## src/design/pmcg_regs.vh

```
// Overview of operation
// - mode 11 total power-down, brownout and comparators off
// - total power-down ignores comparator, brownout wake
// - rc oscillator stops unless system clock with rtc
// - wake on level external interrupts and keyboard
// - watchdog wakes when its clock select is 1
// - rtc and its crystal run unless rtc gated
// - mode bits 1:0, general flags bits 2,3
// - bit 4 picks brownout interrupt or reset
// - bit 5 powers down brownout detection
// - program/erase aborted while brownout power-down set
// - bit 6 steers serial bit 7 access
// - bit 7 doubles timer 1 baud rate
// - capture unit clock off by bit, mode, fuse
// - uart clock off by bit or power-down
// - spi clock off by bit or power-down
// - i2c clock off by bit or power-down
// - converter clock off by bit 4
// - comparators powered down by bit 5
// - data eeprom off by bit or power-down
// - bit 7 gates real-time clock clock
// - mode 00 normal, 01 idle, 10 power-down
// - wake waits 1024 crystal or 256 clocks
`ifndef PMCG_REGS_VH
`define PMCG_REGS_VH

// register addresses
`define PMCG_PWR_CTRL_ADDR 8'h87
`define PMCG_PERIPH_GATE_ADDR 8'hB5
`define PMCG_STATUS_ADDR 8'hB6

// reset values
`define PMCG_PWR_CTRL_RST 8'h00
`define PMCG_PERIPH_GATE_RST 8'h00

// power_control fields
`define PMCG_MODE_LO 0
`define PMCG_MODE_HI 1
`define PMCG_GEN_FLAG_ZERO 2
`define PMCG_GEN_FLAG_ONE 3
`define PMCG_BROWNOUT_IRQ_SEL 4
`define PMCG_BROWNOUT_PD 5
`define PMCG_FRAMING_ERR_SEL 6
`define PMCG_BAUD_DOUBLER 7

// peripheral_power_gating fields
`define PMCG_CAPTURE_GATE 0
`define PMCG_UART_GATE 1
`define PMCG_SPI_GATE 2
`define PMCG_I2C_GATE 3
`define PMCG_CONVERTER_GATE 4
`define PMCG_COMPARATOR_PD 5
`define PMCG_EEPROM_PD 6
`define PMCG_RTC_GATE 7

// power mode encodings
`define PMCG_MODE_NORMAL 2'b00
`define PMCG_MODE_IDLE 2'b01
`define PMCG_MODE_PD 2'b10
`define PMCG_MODE_TOTAL_PD 2'b11

// oscillator stability counts in clocks
`define PMCG_XTAL_STABLE_CLKS 11'd1024
`define PMCG_RC_STABLE_CLKS 11'd256

`endif

```

## src/design/pmcg_top.v

```verilog
`timescale 1ns/1ps
`include "pmcg_regs.vh"

module pmcg_top (
  // clock and reset
  input wire i_clk,
  input wire i_reset_n,
  // register port
  input wire [7:0] i_addr,
  input wire [7:0] i_wdata,
  input wire i_wr,
  input wire i_rd,
  output reg [7:0] o_rdata_ff,
  // asynchronous wake and event sources
  input wire [1:0] i_ext_irq,
  input wire i_keyboard_irq,
  input wire i_rtc_event,
  input wire i_wdt_irq,
  input wire i_wdt_reset,
  input wire i_comparator_trip,
  input wire i_brownout_detect,
  // same-clock configuration and events
  input wire [1:0] i_ext_level_mode,
  input wire i_global_irq_enable,
  input wire i_any_irq,
  input wire i_watchdog_clock_select,
  input wire i_crystal_cfg,
  input wire i_rc_is_sysclk,
  input wire i_rtc_enable,
  input wire i_rtc_uses_xtal,
  input wire i_capture_unit_fuse_disable,
  input wire i_prog_cmd,
  input wire i_t1_overflow,
  // serial control bit 7 access
  input wire i_scon7_wr,
  input wire i_scon7_wdata,
  input wire i_serial_mode_bit,
  input wire i_framing_error_status,
  output reg o_serial_mode_wr_ff,
  output reg o_framing_error_wr_ff,
  output reg o_scon7_wdata_ff,
  output reg o_scon7_rdata_ff,
  // oscillators and cpu
  output reg o_cpu_clk_en_ff,
  output reg o_sys_osc_run_ff,
  output reg o_rc_osc_run_ff,
  output reg o_xtal_run_ff,
  // brownout
  output reg o_bod_enable_ff,
  output reg o_bod_reset_ff,
  output reg o_bod_irq_ff,
  // flash commands
  output reg o_prog_go_ff,
  output reg o_prog_abort_ff,
  // uart baud
  output reg o_uart_baud_tick_ff,
  // peripheral clock enables and power
  output reg o_capture_clk_en_ff,
  output reg o_uart_clk_en_ff,
  output reg o_spi_clk_en_ff,
  output reg o_i2c_clk_en_ff,
  output reg o_converter_clk_en_ff,
  output reg o_comparator_power_ff,
  output reg o_eeprom_power_ff,
  output reg o_rtc_clk_en_ff
);

  // one-hot power states
  localparam [4:0] ST_NORMAL = 5'b00001;
  localparam [4:0] ST_IDLE = 5'b00010;
  localparam [4:0] ST_PD = 5'b00100;
  localparam [4:0] ST_TPD = 5'b01000;
  localparam [4:0] ST_WAKE = 5'b10000;

  reg [7:0] power_control_ff;
  reg [7:0] periph_gate_ff;
  reg [4:0] state_ff;
  reg [4:0] nxt_state;
  reg [10:0] stable_cnt_ff;
  reg [10:0] nxt_stable_cnt;
  reg clear_mode;
  reg baud_half_ff;
  reg [7:0] sync1_ff;
  reg [7:0] sync2_ff;

  wire [7:0] async_in;
  wire [1:0] s_ext;
  wire s_kbd;
  wire s_rtc;
  wire s_wdt_irq;
  wire s_wdt_rst;
  wire s_cmp;
  wire s_bod;
  wire [1:0] mode;
  wire pd_any;
  wire tpd;
  wire ext_wake;
  wire wdt_wake;
  wire common_wake;
  wire pd_wake;
  wire tpd_wake;
  wire bod_en;
  wire [10:0] stable_len;

  // gather asynchronous sources
  assign async_in = {i_brownout_detect, i_comparator_trip, i_wdt_reset,
                     i_wdt_irq, i_rtc_event, i_keyboard_irq, i_ext_irq};

  // two-flop synchroniser per source
  genvar g;
  generate
    for (g = 0; g < 8; g = g + 1) begin : g_sync
      always @(posedge i_clk or negedge i_reset_n) begin
        if (!i_reset_n) begin
          sync1_ff[g] <= 1'b0;
          sync2_ff[g] <= 1'b0;
        end else begin
          sync1_ff[g] <= async_in[g];
          sync2_ff[g] <= sync1_ff[g];
        end
      end
    end
  endgenerate

  // synchronised source names
  assign s_ext = sync2_ff[1:0];
  assign s_kbd = sync2_ff[2];
  assign s_rtc = sync2_ff[3];
  assign s_wdt_irq = sync2_ff[4];
  assign s_wdt_rst = sync2_ff[5];
  assign s_cmp = sync2_ff[6];
  assign s_bod = sync2_ff[7];

  // decoded mode and power states
  assign mode = power_control_ff[`PMCG_MODE_HI:`PMCG_MODE_LO];
  assign pd_any = (state_ff == ST_PD) | (state_ff == ST_TPD);
  assign tpd = (state_ff == ST_TPD);

  // brownout detection enable
  assign bod_en = ~power_control_ff[`PMCG_BROWNOUT_PD] & ~tpd;

  // wake qualification
  assign ext_wake = |(s_ext & i_ext_level_mode);
  assign wdt_wake = i_watchdog_clock_select & (s_wdt_irq | s_wdt_rst);
  assign common_wake = (i_global_irq_enable & (ext_wake | s_kbd | s_rtc)) |
                       wdt_wake;
  assign pd_wake = common_wake |
                   (i_global_irq_enable & s_cmp) |
                   (i_global_irq_enable & bod_en & s_bod &
                    power_control_ff[`PMCG_BROWNOUT_IRQ_SEL]);
  assign tpd_wake = common_wake;

  // stability length by oscillator kind
  assign stable_len = i_crystal_cfg ? `PMCG_XTAL_STABLE_CLKS
                                    : `PMCG_RC_STABLE_CLKS;

  // power state machine
  always @* begin
    nxt_state = state_ff;
    nxt_stable_cnt = stable_cnt_ff;
    clear_mode = 1'b0;
    case (state_ff)
      ST_NORMAL: begin
        case (mode)
          `PMCG_MODE_IDLE: nxt_state = ST_IDLE;
          `PMCG_MODE_PD: nxt_state = ST_PD;
          `PMCG_MODE_TOTAL_PD: nxt_state = ST_TPD;
          default: nxt_state = ST_NORMAL;
        endcase
      end
      ST_IDLE: begin
        if (i_any_irq) begin
          nxt_state = ST_NORMAL;
          clear_mode = 1'b1;
        end
      end
      ST_PD: begin
        if (pd_wake) begin
          nxt_state = ST_WAKE;
          nxt_stable_cnt = stable_len - 11'd1;
          clear_mode = 1'b1;
        end
      end
      ST_TPD: begin
        if (tpd_wake) begin
          nxt_state = ST_WAKE;
          nxt_stable_cnt = stable_len - 11'd1;
          clear_mode = 1'b1;
        end
      end
      ST_WAKE: begin
        if (stable_cnt_ff == 11'd0) begin
          nxt_state = ST_NORMAL;
        end else begin
          nxt_stable_cnt = stable_cnt_ff - 11'd1;
        end
      end
      default: begin
        nxt_state = ST_NORMAL;
        nxt_stable_cnt = 11'd0;
      end
    endcase
  end

  // state and counter registers
  always @(posedge i_clk or negedge i_reset_n) begin
    if (!i_reset_n) begin
      state_ff <= ST_NORMAL;
      stable_cnt_ff <= 11'd0;
    end else begin
      state_ff <= nxt_state;
      stable_cnt_ff <= nxt_stable_cnt;
    end
  end

  // software registers; a write beats the wake clear of the mode
  always @(posedge i_clk or negedge i_reset_n) begin
    if (!i_reset_n) begin
      power_control_ff <= `PMCG_PWR_CTRL_RST;
      periph_gate_ff <= `PMCG_PERIPH_GATE_RST;
    end else begin
      if (i_wr && i_addr == `PMCG_PWR_CTRL_ADDR) begin
        power_control_ff <= i_wdata;
      end else if (clear_mode) begin
        power_control_ff[`PMCG_MODE_HI:`PMCG_MODE_LO] <= `PMCG_MODE_NORMAL;
      end
      if (i_wr && i_addr == `PMCG_PERIPH_GATE_ADDR) begin
        periph_gate_ff <= i_wdata;
      end
    end
  end

  // read data, valid the cycle after the strobe
  always @(posedge i_clk or negedge i_reset_n) begin
    if (!i_reset_n) begin
      o_rdata_ff <= 8'h00;
    end else if (i_rd) begin
      case (i_addr)
        `PMCG_PWR_CTRL_ADDR: o_rdata_ff <= power_control_ff;
        `PMCG_PERIPH_GATE_ADDR: o_rdata_ff <= periph_gate_ff;
        `PMCG_STATUS_ADDR: o_rdata_ff <= {3'b000, state_ff};
        default: o_rdata_ff <= 8'h00;
      endcase
    end else begin
      o_rdata_ff <= 8'h00;
    end
  end

  // serial control bit 7 steering
  always @(posedge i_clk or negedge i_reset_n) begin
    if (!i_reset_n) begin
      o_serial_mode_wr_ff <= 1'b0;
      o_framing_error_wr_ff <= 1'b0;
      o_scon7_wdata_ff <= 1'b0;
      o_scon7_rdata_ff <= 1'b0;
    end else begin
      o_serial_mode_wr_ff <= i_scon7_wr &
        ~power_control_ff[`PMCG_FRAMING_ERR_SEL];
      o_framing_error_wr_ff <= i_scon7_wr &
        power_control_ff[`PMCG_FRAMING_ERR_SEL];
      o_scon7_wdata_ff <= i_scon7_wdata;
      o_scon7_rdata_ff <= power_control_ff[`PMCG_FRAMING_ERR_SEL] ?
        i_framing_error_status : i_serial_mode_bit;
    end
  end

  // timer 1 baud halving
  always @(posedge i_clk or negedge i_reset_n) begin
    if (!i_reset_n) begin
      baud_half_ff <= 1'b0;
      o_uart_baud_tick_ff <= 1'b0;
    end else begin
      if (i_t1_overflow) begin
        baud_half_ff <= ~baud_half_ff;
      end
      o_uart_baud_tick_ff <= i_t1_overflow &
        (power_control_ff[`PMCG_BAUD_DOUBLER] | baud_half_ff);
    end
  end

  // brownout action and flash command gating
  always @(posedge i_clk or negedge i_reset_n) begin
    if (!i_reset_n) begin
      o_bod_enable_ff <= 1'b0;
      o_bod_reset_ff <= 1'b0;
      o_bod_irq_ff <= 1'b0;
      o_prog_go_ff <= 1'b0;
      o_prog_abort_ff <= 1'b0;
    end else begin
      o_bod_enable_ff <= bod_en;
      o_bod_reset_ff <= bod_en & s_bod &
        ~power_control_ff[`PMCG_BROWNOUT_IRQ_SEL];
      o_bod_irq_ff <= bod_en & s_bod &
        power_control_ff[`PMCG_BROWNOUT_IRQ_SEL];
      o_prog_go_ff <= i_prog_cmd &
        ~power_control_ff[`PMCG_BROWNOUT_PD];
      o_prog_abort_ff <= i_prog_cmd &
        power_control_ff[`PMCG_BROWNOUT_PD];
    end
  end

  // oscillator and cpu run controls
  always @(posedge i_clk or negedge i_reset_n) begin
    if (!i_reset_n) begin
      o_cpu_clk_en_ff <= 1'b0;
      o_sys_osc_run_ff <= 1'b0;
      o_rc_osc_run_ff <= 1'b0;
      o_xtal_run_ff <= 1'b0;
    end else begin
      o_cpu_clk_en_ff <= (nxt_state == ST_NORMAL);
      o_sys_osc_run_ff <= ~pd_any;
      o_rc_osc_run_ff <= ~pd_any |
        (i_rc_is_sysclk & i_rtc_enable);
      o_xtal_run_ff <= ~pd_any |
        (i_rtc_enable & i_rtc_uses_xtal &
         ~periph_gate_ff[`PMCG_RTC_GATE]);
    end
  end

  // peripheral clock and power enables
  always @(posedge i_clk or negedge i_reset_n) begin
    if (!i_reset_n) begin
      o_capture_clk_en_ff <= 1'b0;
      o_uart_clk_en_ff <= 1'b0;
      o_spi_clk_en_ff <= 1'b0;
      o_i2c_clk_en_ff <= 1'b0;
      o_converter_clk_en_ff <= 1'b0;
      o_comparator_power_ff <= 1'b0;
      o_eeprom_power_ff <= 1'b0;
      o_rtc_clk_en_ff <= 1'b0;
    end else begin
      o_capture_clk_en_ff <= ~periph_gate_ff[`PMCG_CAPTURE_GATE] &
        ~pd_any & ~i_capture_unit_fuse_disable;
      o_uart_clk_en_ff <= ~periph_gate_ff[`PMCG_UART_GATE] &
        ~pd_any;
      o_spi_clk_en_ff <= ~periph_gate_ff[`PMCG_SPI_GATE] &
        ~pd_any;
      o_i2c_clk_en_ff <= ~periph_gate_ff[`PMCG_I2C_GATE] &
        ~pd_any;
      o_converter_clk_en_ff <=
        ~periph_gate_ff[`PMCG_CONVERTER_GATE];
      o_comparator_power_ff <= ~periph_gate_ff[`PMCG_COMPARATOR_PD] &
        ~tpd;
      o_eeprom_power_ff <= ~periph_gate_ff[`PMCG_EEPROM_PD] &
        ~pd_any;
      o_rtc_clk_en_ff <= ~periph_gate_ff[`PMCG_RTC_GATE];
    end
  end

endmodule

```

## config.mk

```make
export PLATFORM = sky130hd
export DESIGN_NAME = pmcg_top
export DESIGN_NICKNAME = d
export VERILOG_FILES = /design/src/design/pmcg_top.v
export VERILOG_INCLUDE_DIRS = /design/src /design/src/design
export SDC_FILE = /design/constraint.sdc
export NUM_CORES = 1
export LEC_CHECK = 0
export ABC_AREA = 0
export BUFFER_PORTS_ARGS = -buffer_cell sky130_fd_sc_hd__buf_2
export CORE_MARGIN = 2
export CORE_UTILIZATION = 51
export CTS_CLUSTER_DIAMETER = 60
export DETAILED_ROUTE_END_ITERATION = 8
export PLACE_DENSITY = 0.83
export SLEW_MARGIN = 20
export SYNTH_ARGS = -nofsm -noshare
export SYNTH_HDL_FRONTEND = slang
export SYNTH_SLANG_ARGS = --single-unit
```

## constraint.sdc

```tcl
create_clock -name i_clk -period 3.45 [get_ports i_clk]
set_input_delay 0.1725 -clock i_clk [delete_from_list [all_inputs] [get_ports i_clk]]
set_output_delay 0.1725 -clock i_clk [all_outputs]
set_load 0.02 [all_outputs]
```

==> results of run 1 <==
[critical path, cell delays in order (launching register included)]
cell,delay [ps]
dfstp_2,610
nor2_1,90
and3_1,270
nand2_1,130
ha_1,380
nor4b_1,290
a21oi_1,70
o22ai_1,180
a22o_1,160
[worst max-delay path by stage]
| stage | start | end | slack, ps | depth (start not counted) |
|---|---|---|---|---|
| 3_5_place_dp | state_ff[0] | stable_cnt_ff[10] | 1260 | 8 |
| 3_3_place_gp | state_ff[0] | stable_cnt_ff[8] | 1320 | 8 |
| 6_report | state_ff[0] | stable_cnt_ff[10] | 1210 | 8 |
| 5_1_grt | state_ff[0] | stable_cnt_ff[4] | 1040 | 8 |
| 2_1_floorplan | state_ff[0] | stable_cnt_ff[10] | 1340 | 10 |
| 4_1_cts | state_ff[0] | stable_cnt_ff[10] | 1240 | 8 |
[through the flow]
| step | power (mW) | utilization [%] | hold slack, ps | worst slack (ps) |
|---|---|---|---|---|
| 2_1_floorplan | 1.31 | - | -123 | 1340 |
| 3_3_place_gp | 1.43 | 59.3 | 282 | 1320 |
| 3_5_place_dp | 1.44 | 59.3 | 284 | 1260 |
| 4_1_cts | 2.27 | 65.0 | 14.4 | 1240 |
| 5_1_grt | 2.36 | 65.0 | 14.6 | 1040 |
| 6_report | 2.26 | 65.0 | 26.0 | 1210 |
[cells in the mapped netlist (5+ instances only)]
cell type  number
o31ai_1         5
nor2_1         15
a22o_1          8
inv_1           7
nand2_1        14
a222oi_1        5
nand3_1        15
dfrtp_1        78
mux2_2         15
nor2b_1        11
clkbuf_1        5
o21ai_0         9
[placed cells by master, fill, tap and decap left out, drive strengths merged, types with 4 or more instances in the layout]
cell type,netlist,layout
dfrtp,78,78
buf,1,74
nand3,15,15
nor2,15,15
mux2,15,15
nand2,15,15
o21ai,13,13
dlygate4sd3,0,12
nor2b,11,11
inv,8,10
clkbuf,5,9
a22o,8,8
o31ai,5,5
a222oi,5,5
nor3,5,5
a21oi,4,4
and2,4,4
or4,4,4
[layer usage]
layer / global-route usage, % / part of all wire (%)
met1: 28.1 / 42
met2: 34.5 / 49
met3: 5.14 / 6.7
met4: 13.8 / 2.4
met5: 0 / 0
[flip-flops by register name (all words and copies together) (netlist names), 2 cells and up]
| signal | flops |
|---|---|
| periph_gate_ff | 8 |
| sync1_ff | 8 |
| s_ext | 2 |
| o_rdata_ff | 8 |
| power_control_ff | 8 |
| stable_cnt_ff | 11 |
| state_ff | 5 |
[power groups by stage]
stage | combinational [mW] | sequential [mW] | clock (mW)
2_1_floorplan | 0.236 | 1.07 | 0
3_3_place_gp | 0.366 | 1.06 | 0
3_5_place_dp | 0.374 | 1.07 | 0
4_1_cts | 0.387 | 1.05 | 0.840
5_1_grt | 0.428 | 1.06 | 0.878
6_report | 0.389 | 1.05 | 0.820
[kinds of logic (layout without fill, tap and decap cells)]
kind of cell | count (synthesis) | count (layout) | synth area share [%]
buf+inv | 14 | 109 | 1.85
flops | 79 | 79 | 60.9
xor+xnor | 1 | 1 | 0.269
mux | 15 | 15 | 5.20
simple gates | 86 | 86 | 15.4
fa+ha+maj | 1 | 1 | 0.385
compound gates | 66 | 66 | 16.1
[cell type report]
cell class              instances  area share, %
well taps                      77           2.37
clock inverters                 6           2.87
repair buffers                 86           12.2
flip-flops and latches         79           48.7
multi-input cells             169           30.0
inverters                       8          0.740
clock buffers                   9           3.05
==> impl_results.md, run 1 <==
- Status: completed
- Worst r2r src: state_ff[0]
- Critical path capture point type: register
- Share of post-route cells with drive strength above 1: around a third
- Pin count of the biggest net entering global routing: 80
- Worst-path maximum fanout: 11
- Chip Height: 83.8 um
- Post-route cell area: about 4100 um^2
- Fill count: 487
- Nets@finish: 398
- Total gr overflow: 0
- Slew headroom: 36.9%
- Post-DP Area: 3700 um^2
- R2R depth: 8
- CTS H-Tree Depth: 3
- Max-Cap Viols: 0
- Fmax: 446 MHz
- Worst Hold End: o_rc_osc_run_ff
- Clock Latency Late Sink: between 300 and 400 ps
- Ys Warns: 0
- Setup TNS: 0 ps
- Sw Share: 27.1%
- Routability congestion estimate: 0.920
- Clock Tree Root: clkbuf_8
- Hold Startpoint: i_rc_is_sysclk
- Cell taking the most area after synthesis: dfrtp_1
- Cts hold-fix bufs: 12
- Least-Margin Pin Slew: 947 ps
- Setup crit start kind: register
- PortBufs: 73
- Average wire per standard cell: 16.3 um
- Final Max Tran Viols: 0
- CTS tree: yes
- Internal power: around 1.6 mW
- Post_cts resized: 0
- Pleak: approximately 1.9 nW
- Core area: 6240 um^2
- Comb pwr share: 17.2%
- Primary FF master, synth: dfrtp_1
- Sw Pwr: a little over 0.6 mW
- Ant. Diodes: 0
- Crit path DAT: about 2500 ps
- Pwr dens: between 500 and 600 nW/um^2
- CTS Buf Count: 9
- Post-DP HPWL: 4820 um
- Crit Reg-Reg Endpoint: stable_cnt_ff[10]
- Vias: 2,527
- Inst Count DP: about 400
- Reg2Reg Setup Slack: 1210 ps
- Synth Instances: 262
- Layout Skew: roughly 7.6 ps
- DR DRC count: 0
- Die extent in x: 83.8 um
- Worst vdd ir: 0.000371 V
- Fin crit period: 2240 ps
- Final Hold Fails: 0
- # setup viols final: 0
- CTS Sinks: around 80
- Final std cells w/o fill: 434
- RSZ-0062 raised after global routing: no
- DR vias/cell: 5.82
- FFs w/ async S/R, synth: 100%
- Reg area: 1980 um^2
- Syn_nets: 307
- Critical path required time: 3730 ps
- Worst-path clk slew: 80 ps
- Multi-input gate area: 1220 um^2
- Seq cells post-synth: 79
- Initial antenna violation count: 0
- Vias in the first global route: 2,590
- Synthesized area: 3250 um^2
- Max Buffers Root-to-Sink: 2
- Sequential share of power: 46.5%
- First-pass DRT Iterations: 6
- Total track usage: roughly 22%
- DRT Wirelength: about 7100 um
- Area Growth Syn to Fin: 24.9%
- First-pass GRT wire length: roughly 12,000 um
- Syn Area/Cell: 12.4 um^2
- Distinct cells, synth: 59
- Area share of the largest cell type after synthesis: 60.0%
- Die area: 7030 um^2
- I/O Pins: 74
- HP Class: in2reg
- Number of synthesized flops with an enable pin: 0
- Clock Power Share: 36.3%
- Postcts setup bufs: 0
- Num rows: 29
- Crit share post-route: 65.0%
- CP Class: reg2reg
- Register area share after synthesis: 60.9%
- Final ANT Viol Nets: 0
- Area contributors post-synth: dfrtp_1 60%, mux2_2 5.2%, nand3_1 2.3%
- Initial core utilization: 52.1%
- WHS Path Cells: 3
- DR iter-0 viols: between 200 and 300
Note: power is estimated with default switching activity, not from simulation.
==> run 2, diff against run 1 <==
Clock period 3.45 ns to 2.3 ns, I/O delays scaled along.
==> run 2 against run 1 <==
Worst hold slack got worse by 19 ps. Utilization increased by 1.4 points. Clock power increased by 17%. Clock skew increased by 5.4 ps. Critical path depth decreased by 3. Largest cell class unchanged. Via count increased by 2.7%.
==> impl_results.md, run 2 (same netlist as run 1, synthesis figures left out) <==
- Status: completed
- CTS H-Tree Depth: 3
- Pin count of the biggest net entering global routing: 80
- RSZ-0062 raised after global routing: no
- Post-DP HPWL: 4760 um
- Layout Skew: 13.0 ps
- Least-Margin Pin Slew: 928 ps
- Initial antenna violation count: 0
- Pre-CTS WS: 169 ps
- Slew headroom: 38.1%
- Worst path bufs/invs: 0
- Worst vdd ir: 0.000519 V
- Max reg flops: 11
- Critical Path, Cell by Cell: or4_4 > nor4_4 > a311oi_4 > and2_4 > a32o_1
- CTS tree: yes
- DR DRC count: 0
- Max Buffers Root-to-Sink: 2
- Final design utilization: between 60 and 70%
- Chip Height: 83.8 um
- Total gr overflow: 0
- Commonest non-fill, non-tap cell in the layout: dfrtp_1
- Num rows: 29
- Core area: 6240 um^2
- Hold slack: 6.99 ps
- Fin worst setup slack: around 170 ps
- Ant. Diodes: 0
- I/O Pins: 74
- Fill count: 465
- Worst-path clk slew: 90 ps
- CP Class: reg2reg
- Final ANT Viol Nets: 0
- Fmax: 469 MHz
- Max-Cap Viols: 0
- Tot Pwr: 3.14 mW
- Crit path DAT: 2380 ps
- DRT Wirelength: between 7000 and 8000 um
- Clock Tree Root: clkbuf_8
- DR vias/cell: 5.77
- Die area: 7030 um^2
- CP peak stage delay: ~580 ps
- Average wire per standard cell: 16.0 um
- Most frequent cells in the layout: 78 x dfrtp_1, 72 x buf_2, 21 x dlygate4sd3_1
- First-pass DRT Iterations: 5
- Vias: 2,596
- Crit share post-route: 92.7%
- Total track usage: 22.2%
- Share of post-route cells with drive strength above 1: 34.6%
- Fin crit period: 2130 ps
- First-pass GRT wire length: 12,200 um
- CTS Buf Count: 9
- Final Hold Fails: 0
- Biggest register: stable_cnt_ff
- Pwr dens: 757 nW/um^2
- Crit-path leading delay family: simple AND/OR/NAND/NOR gates
- # setup viols final: 0
- Die extent in x: 83.8 um
- Setup TNS: 0 ps
- Pleak: 1.89 nW
- Postcts setup bufs: 0
- Critical path capture point type: register
- HP Class: in2reg
- Slowest CP cell: or4_4
- CTS Sinks: 79
- Worst-path maximum fanout: 10
- Clock Latency Late Sink: 360 ps
- DR iter-0 viols: about 190
- PortBufs: 73
- Area Growth Syn to Fin: 27.6%
- Routability congestion estimate: 0.908
- Vias in the first global route: 2,558
- Initial core utilization: between 50 and 60%
- Critical path required time: 2550 ps
- Final Max Tran Viols: 0
- Nets@finish: just over 400
- Setup crit start kind: register
[run 2: changes by cell type in the layout (fill, tap and decap cells not counted)]
cell           before  now
clkinvlp_4          0    3
clkbuf_8            9   10
and3_1              1    0
nor4b_2             1    2
inv_6               2    3
dlygate4sd3_1      12   21
buf_4               2    8
clkinv_4            1    0
nor4b_1             1    0
and3_2              0    1
bufinv_16           3    0
[run 2: metrics by stage]
| step | instances | instance area, um^2 |
|---|---|---|
| after floorplan | 262 | 3250 |
| after global placement | 413 | 3740 |
| after detailed placement | 413 | 3740 |
| after CTS | 450 | 4140 |
| after global routing | 450 | 4150 |
| final | 450 | 4150 |
[run 2: area by class of cell]
class,instances,area [um^2],area share [%]
multi-input cells,169,1230,29.6
well taps,77,96.3,2.32
clock buffers,10,138,3.32
flip-flops and latches,79,1980,47.7
clock inverters,6,48.8,1.18
inverters,8,30.0,0.724
repair buffers,101,631,15.2
[run 2: path summary, 6_finish.rpt]
check,start,depth (start not counted),slack [ps],endpoint
max,stable_cnt_ff[3],5,170,stable_cnt_ff[4]
min,i_wdata[3],2,7,power_control_ff[3]
max in group asynchronous,i_reset_n,2,1260,stable_cnt_ff[0]
max reg2reg,stable_cnt_ff[3],5,170,stable_cnt_ff[4]
min reg2reg,sync1_ff[4],0,350,s_wdt_irq
min in group asynchronous,i_reset_n,2,450,o_eeprom_power_ff
[run 2: power breakdown]
group | total, mW | internal [mW] | switching, mW
Clock | 0.961 | 0.432 | 0.530
Combinational | 0.608 | 0.273 | 0.335
Sequential | 1.57 | 1.49 | 0.0816
Total | 3.14 | 2.19 | 0.947
[run 2: repair_timing]
item,in CTS,in global routing
setup endpoints to repair,0,2
hold buffers,21,0
gates resized for setup,0,2
endpoints found under the hold margin,100,0
[run 2: layer usage]
layer  track usage [%]  vias to the layer above  routed length, um
met5                 0                        -                  0
met4              8.94                        0                178
met3              6.82                       21                540
met2              34.7                      118               3510
met1              29.1                     1261               2980
li1                  -                     1196                  -
==> run 3, diff against run 2 <==
--- a/config.mk
+++ b/config.mk
@@ -10,7 +10,10 @@
 export BUFFER_PORTS_ARGS = -buffer_cell sky130_fd_sc_hd__buf_2
+export CAP_MARGIN = 40
+export CELL_PAD_IN_SITES_DETAIL_PLACEMENT = 1
+export CELL_PAD_IN_SITES_GLOBAL_PLACEMENT = 1
 export CORE_MARGIN = 2
-export CORE_UTILIZATION = 51
+export CORE_UTILIZATION = 42
 export CTS_CLUSTER_DIAMETER = 60
 export DETAILED_ROUTE_END_ITERATION = 8
-export PLACE_DENSITY = 0.83
+export PLACE_DENSITY = 0.85
 export SLEW_MARGIN = 20
--- a/constraint.sdc
+++ b/constraint.sdc
@@ -3,2 +3,2 @@
 set_output_delay 0.115 -clock i_clk [all_outputs]
-set_load 0.02 [all_outputs]
+set_load 0.1 [all_outputs]
==> run 3 against run 2 <==
Global-route usage decreased by 0.42 points. Cell count up 5.6%. Clock-buffer cell count stayed put. Largest power group unchanged.
==> impl_results.md, run 3 (same netlist as run 1, synthesis figures left out) <==
- Setup TNS: 0 ps
- First-pass DRT Iterations: 4
- Met2 WL: 4680 um
- Status: completed
- I/O Pins: 74
- Num rows: 32
- DR vias/cell: 5.52
- CTS tree: yes
- Fin crit period: 2150 ps
- Final std cells w/o fill: 475
- First-pass GRT wire length: 14,200 um
- Chip Height: 92.0 um
- Biggest register: stable_cnt_ff
- Average wire per standard cell: 18.6 um
- Initial antenna violation count: 0
- PortBufs: 73
- Final ANT Viol Nets: 0
- Pwr dens: 837 nW/um^2
- Nets@finish: around 410
- Commonest non-fill, non-tap cell in the layout: dfrtp_1
- Critical path required time: ~2600 ps
- CTS H-Tree Depth: 3
- HP Class: in2reg
- Max reg flops: 11
- Total gr overflow: 0
- # setup viols final: 0
- DR DRC count: 0
- Ant. Diodes: 0
- Critical Path, Cell by Cell: or4_4 > nor4_4 > a311oi_4 > and2_4 > a32o_1
- Pleak: 1.92 nW
- Share of post-route cells with drive strength above 1: 35.1%
- Max Buffers Root-to-Sink: 2
- Vias: 2,620
- Critical path capture point type: register
- Fmax: 465 MHz
- Least-Margin Pin Slew: 570 ps
- Worst-path maximum fanout: 10
- Initial core utilization: 42.7%
- Max-Cap Viols: 0
- Most frequent cells in the layout: 78 x dfrtp_1, 72 x buf_2, 18 x dlygate4sd3_1
- CP Class: reg2reg
- Routed wl met3: roughly 420 um
- CP peak stage delay: 580 ps
- Hold Startpoint: i_wdata[5]
- Setup crit start kind: register
- Crit share post-route: approximately 93%
- DR iter-0 viols: 204
- Total track usage: between 20% and 30%
- Core area: approximately 7600 um^2
- Layout Skew: 19.2 ps
- Clock Latency Late Sink: 360 ps
- Postcts setup bufs: 0
- Final Hold Fails: 0
- Crit path DAT: 2400 ps
- CTS Buf Count: 9
- Post-DP HPWL: 5950 um
- Final Max Tran Viols: 0
- Vias in the first global route: 2,805
- Die area: 8460 um^2
- Slew headroom: 61.7%
- CP startpoint: stable_cnt_ff[3]
- RSZ-0062 raised after global routing: no
- Worst-path clk slew: ~100 ps
- Worst r2r src: stable_cnt_ff[3]
- CTS Sinks: 79
- Top routing layer used: met4
- Pin count of the biggest net entering global routing: 48
- DRT Wirelength: 8830 um
- Inst Count DP: 441
- Routability congestion estimate: 0.836
- Tot Pwr: 3.53 mW
- Clock Tree Root: clkbuf_8
- Area Growth Syn to Fin: 29.8%
- Die extent in x: 92.0 um
- Worst vdd ir: around 0.00051 V
- Met1 wire length: 3630 um
- Slowest CP cell: or4_4
-- run 3: changes by cell type in the layout (fill, tap and decap cells not counted), moves of 2 or more --
cell           delta
clkinvlp_4        -3
bufinv_16         +2
buf_4             +2
dlygate4sd3_1     -3
-- run 3: critical path, delay by kind of cell (launching register included) --
family,cells,cell delay [ps]
and+or+nand+nor,3,1220
DFF,1,460
AOI/OAI and AO/OA,2,370
-- run 3: report_power, final --
group	switching [mW]	internal (mW)
logic	0.536	0.282
registers	0.0787	1.49
clock network	0.529	0.620
-- run 3: worst paths after layout --
check | endpoint | slack [ps] | depth (start not counted)
max | stable_cnt_ff[4] | 150 | 5
min | periph_gate_ff[5] | 10 | 2
max reg2reg | stable_cnt_ff[4] | 150 | 5
min reg2reg | s_wdt_irq | 350 | 0
max in group asynchronous | state_ff[0] | 1440 | 3
min in group asynchronous | o_framing_error_wr_ff | 230 | 2
-- run 3: routing by layer --
| layer | vias to the layer above | global-route usage [%] |
|---|---|---|
| li1 | 1201 | - |
| met1 | 1300 | 26.2 |
| met2 | 106 | 39.5 |
| met3 | 13 | 4.93 |
| met4 | 0 | 5.35 |
| met5 | - | 0 |
-- run 3: per-stage QoR --
stage | area [um^2] | util (%) | setup slack [ps] | hold slack, ps
floorplan | 3250 | - | 190 | -181
global placement | 3790 | 49.8 | 217 | 224
detailed placement | 3820 | 50.2 | 143 | 83.5
CTS | 4210 | 55.3 | 139 | 2.39
global route | 4220 | 55.5 | 2.95 | 16.0
finish | 4220 | 55.5 | 151 | 11.3
-- run 3: area by class of cell --
cell class                 instances  area, um^2
clock buffer                      10         128
sequential                        79        1980
clock inverter                     6        91.3
multi-input combinational        169        1220
tap                              102         128
inverter                           8        30.0
fill                             835        3390
timing repair buffer             101         643
-- run 3: repair_timing --
action | CTS | global route
setup endpoints to repair | 0 | 4
hold buffers | 17 | 1
endpoints found under the hold margin | 48 | 1
resized for setup | 0 | 2
